==> src/logic/ocq_params.svh <==
// Purpose: Constants for the overcurrent delay qualifier
// Assumes: 10 MHz mclk
// Notes: Times in ns, counts derived from the clock period
`ifndef OCQ_PARAMS_SVH
`define OCQ_PARAMS_SVH
`define OCQ_CLK_PERIOD_NS 100
`define OCQ_WINDOW_NS 10000
`define OCQ_WINDOW_CYC (`OCQ_WINDOW_NS / `OCQ_CLK_PERIOD_NS)
`define OCQ_WIN_CNT_W 7
`define OCQ_RUN_CNT_W 4
`define OCQ_RUN_SHORT 4'h1
`define OCQ_RUN_MID 4'h5
`define OCQ_RUN_LONG 4'ha
`endif

==> src/logic/ocq_pkg.sv <==
// Purpose: Types for the overcurrent delay qualifier
// Assumes: Nothing beyond the params header
// Notes: Pin decode encodings are one-hot
package ocq_pkg;
    // Response setting decoded from the three-state pin
    typedef enum logic [2:0] {
        OCQ_RESP_10 = 3'h1,
        OCQ_RESP_50 = 3'h2,
        OCQ_RESP_100 = 3'h4
    } ocq_resp_t;
    // Three-state pin as seen by the pad sense circuit
    typedef struct packed {
        logic pulled_low;
        logic pulled_high;
    } ocq_pin_sense_t;
endpackage

==> src/logic/ocq_qualifier.sv <==
// Purpose: Qualify overcurrent windows and drive the open-drain alert
// Assumes: Comparator result and pins are asynchronous; 10 MHz mclk
// Notes: Pin sense and latch clear are plain inputs, each through a two-flop synchroniser
`timescale 1ns/100ps
`include "ocq_params.svh"
module ocq_qualifier (
    input wire logic mclk, // 10 MHz clock
    input wire logic nrst, // Synchronous reset, active low
    input wire logic over_in, // Comparator: averaged input above limit
    input wire ocq_pkg::ocq_pin_sense_t delay_pin, // Delay pin sense
    input wire logic latch_mode_in, // Output-mode pin
    input wire logic latch_clear, // Latch clear request
    output logic alert_n_o, // Alert pad output value, always low
    output logic alert_n_oe_n, // Alert pad enable, low while pulling
    output ocq_pkg::ocq_resp_t resp_o // Decoded response setting
);
    import ocq_pkg::*;
    // ==========================================
    // Two-flop synchronisers for all pins
    // Every pin is a slow level, so a pulse shorter than one clock may be missed
    logic [4:0] sync1_reg;
    logic [4:0] sync2_reg;
    always_ff @(posedge mclk) begin
        if (!nrst) begin
            sync1_reg <= '0;
            sync2_reg <= '0;
        end else begin
            sync1_reg <= {latch_clear, latch_mode_in, delay_pin, over_in};
            sync2_reg <= sync1_reg;
        end
    end
    wire over_s = sync2_reg[0];
    wire sense_high_s = sync2_reg[1];
    wire sense_low_s = sync2_reg[2];
    wire latch_mode_s = sync2_reg[3];
    wire clear_s = sync2_reg[4];
    // ==========================================
    // Window tick
    logic tick;
    ocq_window_timer u_timer (
        .mclk(mclk),
        .nrst(nrst),
        .tick(tick)
    );
    // ==========================================
    // Delay pin decode; neither pull means floating
    // Supply wins if both sensed, a pin the other party must not create
    // Decoded continuously, so a strap change takes effect within three clocks
    wire ocq_resp_t resp_dec = sense_high_s ? OCQ_RESP_100 :
                               sense_low_s ? OCQ_RESP_50 : OCQ_RESP_10;
    ocq_resp_t resp_reg;
    logic [`OCQ_RUN_CNT_W-1:0] need;
    always_comb begin
        unique case (resp_reg)
            OCQ_RESP_10: need = `OCQ_RUN_SHORT;
            OCQ_RESP_50: need = `OCQ_RUN_MID;
            OCQ_RESP_100: need = `OCQ_RUN_LONG;
            default: need = `OCQ_RUN_SHORT;
        endcase
    end
    // ==========================================
    // Consecutive-window counter and alert state
    logic [`OCQ_RUN_CNT_W-1:0] run_reg;
    logic [`OCQ_RUN_CNT_W-1:0] run_next;
    logic alert_reg;
    logic alert_next;
    wire [`OCQ_RUN_CNT_W-1:0] run_inc = (run_reg >= need) ? need : run_reg + 1'b1;
    wire qualified = tick && over_s && (run_inc == need);
    // Counter saturates at the target so a long event keeps the alert held
    // Saturating at or above the target also copes with a shorter setting picked mid-run
    assign run_next = !tick ? run_reg : (over_s ? run_inc : '0);
    // Release only in transparent mode on a passing window; latch waits for clear
    // A qualifying window end beats a clear that arrives in the same cycle
    wire release_ok = latch_mode_s ? (clear_s && !qualified)
                                   : (tick && !over_s);
    assign alert_next = qualified ? 1'b1 : (release_ok ? 1'b0 : alert_reg);
    always_ff @(posedge mclk) begin
        if (!nrst) begin
            run_reg <= '0;
            alert_reg <= 1'b0;
            resp_reg <= OCQ_RESP_10;
        end else begin
            run_reg <= run_next;
            alert_reg <= alert_next;
            resp_reg <= resp_dec;
        end
    end
    // ==========================================
    // Open-drain pad: value fixed low, enable low while pulling
    // Nothing ever drives the line high; the outside pull-up supplies the idle level
    logic oe_n_reg;
    logic val_reg;
    always_ff @(posedge mclk) begin
        if (!nrst) begin
            oe_n_reg <= 1'b1;
            val_reg <= 1'b0;
        end else begin
            oe_n_reg <= !alert_next;
            val_reg <= 1'b0;
        end
    end
    assign alert_n_oe_n = oe_n_reg;
    assign alert_n_o = val_reg;
    assign resp_o = resp_reg;
    // ==========================================
    // Window length watch for the checks below
    // A drifting window would stretch every delay setting by the same error
    localparam logic [`OCQ_WIN_CNT_W-1:0] GAP_LAST = `OCQ_WIN_CNT_W'(`OCQ_WINDOW_CYC - 1);
    logic [`OCQ_WIN_CNT_W-1:0] gap_reg;
    logic seen_tick_reg;
    // First window after reset is not measured, its start is not a tick
    always_ff @(posedge mclk) begin
        if (!nrst) begin
            gap_reg <= '0;
            seen_tick_reg <= 1'b0;
        end else begin
            gap_reg <= tick ? '0 : gap_reg + 1'b1;
            seen_tick_reg <= seen_tick_reg | tick;
        end
    end
    // ==========================================
    // Checks
    // Window timing: one tick per window, and decisions only there
    AST_WINDOW_LEN: assert property (@(posedge mclk) disable iff (!nrst)
        (tick && seen_tick_reg) |-> gap_reg == GAP_LAST)
        else $error("Window tick came early or late");
    AST_WINDOW_DUE: assert property (@(posedge mclk) disable iff (!nrst)
        (seen_tick_reg && gap_reg == GAP_LAST) |-> tick)
        else $error("Window tick missing");
    AST_NO_TRIP_OFF_TICK: assert property (@(posedge mclk) disable iff (!nrst)
        (!alert_reg && !tick) |=> !alert_reg)
        else $error("Alert set away from window end");
    AST_RUN_HOLD: assert property (@(posedge mclk) disable iff (!nrst)
        !tick |=> run_reg == $past(run_reg))
        else $error("Counter moved away from window end");
    AST_ALERT_CAUSE: assert property (@(posedge mclk) disable iff (!nrst)
        $rose(alert_reg) |-> $past(tick) && $past(over_s))
        else $error("Alert rose without an over-threshold window end");
    // Short setting and the idle level
    AST_SHORT_TRIP: assert property (@(posedge mclk) disable iff (!nrst)
        (tick && over_s && resp_reg == OCQ_RESP_10) |=> alert_reg)
        else $error("Short setting did not trip");
    AST_IDLE_STAYS: assert property (@(posedge mclk) disable iff (!nrst)
        (!alert_reg && tick && !over_s) |=> !alert_reg)
        else $error("Alert set on passing window");
    // Middle and long settings count whole windows
    AST_MID_NOT_EARLY: assert property (@(posedge mclk) disable iff (!nrst)
        (!alert_reg && resp_reg == OCQ_RESP_50 && run_reg < (`OCQ_RUN_MID - 4'h1))
        |=> !alert_reg)
        else $error("Middle setting tripped early");
    AST_MID_TRIP: assert property (@(posedge mclk) disable iff (!nrst)
        (tick && over_s && resp_reg == OCQ_RESP_50 && run_reg == (`OCQ_RUN_MID - 4'h1))
        |=> alert_reg)
        else $error("Middle setting missed its last window");
    AST_RUN_STEP: assert property (@(posedge mclk) disable iff (!nrst)
        (tick && over_s && run_reg < need) |=> run_reg == $past(run_reg) + 4'h1)
        else $error("Counter did not step on an over-threshold window");
    AST_LONG_NOT_EARLY: assert property (@(posedge mclk) disable iff (!nrst)
        (!alert_reg && resp_reg == OCQ_RESP_100 && run_reg < (`OCQ_RUN_LONG - 4'h1))
        |=> !alert_reg)
        else $error("Long setting tripped early");
    AST_LONG_TRIP: assert property (@(posedge mclk) disable iff (!nrst)
        (tick && over_s && resp_reg == OCQ_RESP_100 && run_reg == (`OCQ_RUN_LONG - 4'h1))
        |=> alert_reg)
        else $error("Long setting missed its last window");
    AST_RUN_MAX: assert property (@(posedge mclk) disable iff (!nrst)
        run_reg <= `OCQ_RUN_LONG)
        else $error("Counter ran past the longest target");
    AST_RUN_RESET: assert property (@(posedge mclk) disable iff (!nrst)
        (tick && !over_s) |=> run_reg == 4'h0)
        else $error("Counter not cleared on passing window");
    // Delay pin decode, all three strap states
    AST_DECODE: assert property (@(posedge mclk) disable iff (!nrst)
        (sense_low_s && !sense_high_s) |=> resp_reg == OCQ_RESP_50)
        else $error("Ground pin not decoded as middle");
    AST_DECODE_SUPPLY: assert property (@(posedge mclk) disable iff (!nrst)
        sense_high_s |=> resp_reg == OCQ_RESP_100)
        else $error("Supply pin not decoded as long");
    AST_DECODE_FLOAT: assert property (@(posedge mclk) disable iff (!nrst)
        (!sense_high_s && !sense_low_s) |=> resp_reg == OCQ_RESP_10)
        else $error("Floating pin not decoded as short");
    // Transparent release and latched hold
    AST_TRANSPARENT_RELEASE: assert property (@(posedge mclk) disable iff (!nrst)
        (!latch_mode_s && tick && !over_s) |=> !alert_reg ##1 alert_n_oe_n)
        else $error("Transparent alert not released");
    AST_TRANSPARENT_HOLD: assert property (@(posedge mclk) disable iff (!nrst)
        (alert_reg && !latch_mode_s && !tick) |=> alert_reg)
        else $error("Transparent alert dropped between window ends");
    AST_ALERT_FALL: assert property (@(posedge mclk) disable iff (!nrst)
        $fell(alert_reg) |-> ($past(tick) && !$past(over_s)) ||
        ($past(latch_mode_s) && $past(clear_s)))
        else $error("Alert fell without a passing window or a clear");
    AST_LATCH_HOLD: assert property (@(posedge mclk) disable iff (!nrst)
        (alert_reg && latch_mode_s && !clear_s) |=> alert_reg)
        else $error("Latched alert dropped without clear");
    AST_LATCH_PASS_WINDOW: assert property (@(posedge mclk) disable iff (!nrst)
        (alert_reg && latch_mode_s && !clear_s && tick && !over_s) |=> alert_reg)
        else $error("Latched alert followed a passing window");
    AST_LATCH_CLEAR: assert property (@(posedge mclk) disable iff (!nrst)
        (alert_reg && latch_mode_s && clear_s && !tick) |=> !alert_reg)
        else $error("Latched alert not cleared");
    // Pad mirrors the alert state
    AST_PAD_FOLLOWS: assert property (@(posedge mclk) disable iff (!nrst)
        alert_n_oe_n == !alert_reg)
        else $error("Pad enable does not follow alert");
    AST_PAD_VALUE_LOW: assert property (@(posedge mclk) disable iff (!nrst)
        !alert_n_o)
        else $error("Pad value not low");
endmodule

==> src/logic/ocq_window_timer.sv <==
// Purpose: Free-running comparison window tick
// Assumes: Single clock, synchronous reset
// Notes: No external control of window boundaries
`timescale 1ns/100ps
`include "ocq_params.svh"
module ocq_window_timer (
    input wire logic mclk, // System clock
    input wire logic nrst, // Synchronous reset, active low
    output logic tick // One-cycle pulse at each window end
);
    import ocq_pkg::*;
    localparam logic [`OCQ_WIN_CNT_W-1:0] LAST = `OCQ_WIN_CNT_W'(`OCQ_WINDOW_CYC - 1);
    logic [`OCQ_WIN_CNT_W-1:0] cnt_reg;
    logic tick_reg;
    wire at_end = (cnt_reg == LAST);
    // ==========================================
    // Window counter, runs regardless of input
    always_ff @(posedge mclk) begin
        if (!nrst) begin
            cnt_reg <= '0;
            tick_reg <= 1'b0;
        end else begin
            cnt_reg <= at_end ? '0 : cnt_reg + 1'b1;
            tick_reg <= at_end;
        end
    end
    assign tick = tick_reg;
    // Tick is never repeated within eight cycles of the last
    AST_TICK_SPACING: assert property (@(posedge mclk) disable iff (!nrst)
        tick |=> !tick [*8])
        else $error("Window tick repeated too soon");
endmodule

==> config.mk <==
export PLATFORM = sky130hd
export DESIGN_NAME = ocq_qualifier
export DESIGN_NICKNAME = d
export VERILOG_FILES = /design/src/logic/ocq_pkg.sv /design/src/logic/ocq_qualifier.sv /design/src/logic/ocq_window_timer.sv
export VERILOG_INCLUDE_DIRS = /design/src /design/src/logic
export SDC_FILE = /design/constraint.sdc
export NUM_CORES = 1
export LEC_CHECK = 0
export BUFFER_PORTS_ARGS = -buffer_cell sky130_fd_sc_hd__buf_2
export CORE_ASPECT_RATIO = 1.75
export CORE_MARGIN = 10
export CORE_UTILIZATION = 41
export DETAILED_ROUTE_END_ITERATION = 10
export SLEW_MARGIN = 20
export SYNTH_ARGS = -nofsm -noshare
export SYNTH_HDL_FRONTEND = slang
export SYNTH_SLANG_ARGS = --single-unit
==> constraint.sdc <==
create_clock -name mclk -period 3.46 [get_ports mclk]
set_input_delay 0.865 -clock mclk [delete_from_list [all_inputs] [get_ports mclk]]
set_output_delay 0.865 -clock mclk [all_outputs]
set_load 0.05 [all_outputs]
==> results by group <==
Status
  – Status: finished clean

Synth
  – Post-synth top cells: dfxtp_1, and2_1, nor2_1, ha_1, nand3_1
  – Cells after synthesis: 113
  – Sequential element share of the synthesized area: 0.4732
  – Top-count cell post-synth: dfxtp_1
  – Post-synth top area cell: dfxtp_1
  – Post-synthesis async set-or-reset flop share: 0
  – EDFF count, synth: 0
  – Synth Cell Area: between 1000 and 1500 um^2
  – Net Count, Synth: ~130
  – Main synth FF type: dfxtp_1
  – Synth area leaders: dfxtp_1, and2_1, ha_1
  – #FFs+latches synth: 27
  – YS warnings: 0
  – Syn Area/Cell: ~10 um^2
  – Synth top area share: 0.4732
  – Netlist cell types: 35

Timing
  – Final TNS setup: 0 ps
  – Hold slack: approximately 440 ps
  – Slew Limit Fails: 0
  – Setup violators final: 0
  – Final worst path period need: about 2400 ps
  – Least-Margin Pin Slew: between 600 and 700 ps
  – Tcrit/Tclk final: 0.6913
  – Layout Skew: around 6.8 ps
  – Max-slew headroom: 0.5766
  – Slack of the critical path: 1068 ps
  – F_max: 418.1 MHz
  – RSZ-0062 raised after global routing: false
  – Fin. Hold Viols: 0

Critical path
  – Critical path capture point type: flop
  – Setup CP Type: flop to flop
  – Max stage delay on crit path: between 400 and 500 ps
  – CP required: ~3700 ps
  – Cell chain of the critical path: nor2_1, and2_1, inv_1, ha_1, nand2b_4, a2111oi_4, nor3_2, or4_1, o211ai_1
  – CP Data Arrival Time: approximately 2600 ps
  – Slowest CP cell: or4_1
  – Reg-to-reg setup timing slack: 1070 ps
  – CP startpoint kind: flop
  – Crit-path max FO: 9

Clock tree
  – Postcts setup bufs: 0
  – CTS tree: built
  – H-tree depth: 1
  – Hold-fix buffers, CTS: 0
  – Clk pin slew, worst setup/hold paths: ~90 ps
  – Worst-Skew Late Latency: roughly 270 ps
  – Clk root buf: clkbuf_8
  – CTS resizes: 0
  – Num CTS Buffers: 3
  – Clock Path Buffers: 2
  – Clock sink total: 27

Global route
  – Total track usage: 0.07630
  – Maximum number of pins on one net before global-route repair: 19
  – First-pass GRT wire length: between 3 and 4 mm
  – Antenna violations before repair: 0
  – Grt total ovfl: 0
  – Vias in the first global route: ~800
  – Most used routing layer in global routing: met2
  – Met3 Use GR: 0.01972
  – GR Util met1: 0.07895
  – Met2 usage: 0.1284

Placement
  – Dpl cell area: around 1200 um^2
  – Final GP Congestion: about 0.89
  – Dpl hpwl: 1.535 mm
  – DP Worst Slack: approximately 1100 ps
  – IO Port Bufs: 10

Pwr
  – Pwr/cell area: ~420 nW/um^2
  – Peak supply drop: 248.8 uV
  – P_leak: about 0.50 nW

Cells and area
  – Share of layout cells above drive strength 1: 0.1452
  – P&R area growth vs syn: 10.41%
  – Max reg flops: 7
  – Final Instance Area: between 1000 and 1500 um^2
  – # diodes: 0
  – Nets@finish: around 140

Drt
  – Routed Antenna Nets: 0
  – Via count: ~790
  – Total routed wirelength: between 1.5 and 2 mm
  – DR vias/cell: 5.238
  – Routed len/inst: 12.76 um
  – Initial DRC Count: 10
  – DRC: 0
  – First drt pass iteration count: 4

Die
  – Core footprint: approximately 2700 um^2
  – Initial Util: 0.4247
  – Die W: ~60 um
  – Die Y: between 80 and 90 um
  – Row count: 25
  – Die area: around 5400 um^2
  – I/O Pins: 12

Worst hold path
  – Hold crit path type: flop to flop

Job
  – Max-Cap Viols: 0
==> final cells by class <==
class	instances	area (um^2)
Fill cell	258	1429
Sequential cell	27	540.5
Timing Repair Buffer	10	50.05
Clock inverter	1	8.758
Clock buffer	3	41.29
Inverter	4	15.01
Multi-Input combinational cell	79	571.8
Tap cell	27	33.78
==> power breakdown <==
part           total [mW]  internal [mW]  switching [mW]
Combinational      0.0263         0.0105          0.0158
Sequential          0.325          0.320         0.00475
Clock               0.181         0.0843          0.0966
==> cells by family (layout without fill, tap and decap cells) <==
kind of cell,Yosys count,after routing,share of synthesized area
xor gates and xnor gates,7,7,0.05367
other,1,1,0.003283
and+or+nand+nor,49,49,0.2464
buffers and inverters,7,18,0.02628
muxes,3,3,0.02629
adders and majority gates,6,6,0.06572
DFF,27,27,0.4732
AOI/OAI and AO/OA,13,13,0.1052
==> cells in the final DEF, fill, tap and decap left out <==
cell type  count
dfxtp_1       27
and2_1        12
nor2_1        11
buf_2         10
nand3_1        6
ha_1           6
nand2_1        5
xnor2_1        5
inv_1          4
and3_1         4
mux2i_1        3
a211oi_1       3
clkbuf_8       3
a22o_1         2
xor2_1         2
nor3b_1        2
nor3b_2        1
o21ai_0        1
nand2b_1       1
nand2b_4       1
a2111oi_4      1
nor3_1         1
nor3_2         1
o32ai_1        1
o21ai_1        1
nor4b_1        1
or4_1          1
a32oi_1        1
o211ai_1       1
nand4_1        1
nor4_1         1
a2111oi_0      1
a211o_1        1
conb_1         1
inv_6          1
==> metal layers <==
metal / up-vias / part of all wire
met5: - / 0
met4: 0 / 0.012
met3: 2 / 0.027
met2: 10 / 0.54
met1: 364 / 0.42
li1: 415 / -
==> critical path, delay by kind of cell (launching register included) <==
family          cells  cell delay (ps)
simple gates        5             1120
flops               1              350
fa+ha+maj           1              280
compound gates      2              450
buf+inv             1              120
==> path summary, 6_finish.rpt <==
path,to,from,depth (start not counted)
setup / recovery,run_reg[3]$_SDFFE_PN0P_,resp_o[0]$_SDFF_PN1_,9
setup reg to reg,run_reg[3]$_SDFFE_PN0P_,resp_o[0]$_SDFF_PN1_,9
hold / removal,sync2_reg[0]$_SDFF_PN0_,sync1_reg[0]$_SDFF_PN0_,1
hold reg to reg,sync2_reg[0]$_SDFF_PN0_,sync1_reg[0]$_SDFF_PN0_,1
==> through the flow <==
step	cells	power (mW)	util
2_1_floorplan	113	0.3515	-
3_3_place_gp	147	0.3585	0.4502
3_5_place_dp	147	0.3590	0.4502
4_1_cts	151	0.5408	0.4688
5_1_grt	151	0.5573	0.4688
6_report	151	0.5321	0.4688
Power figures use the tool's default switching activity.
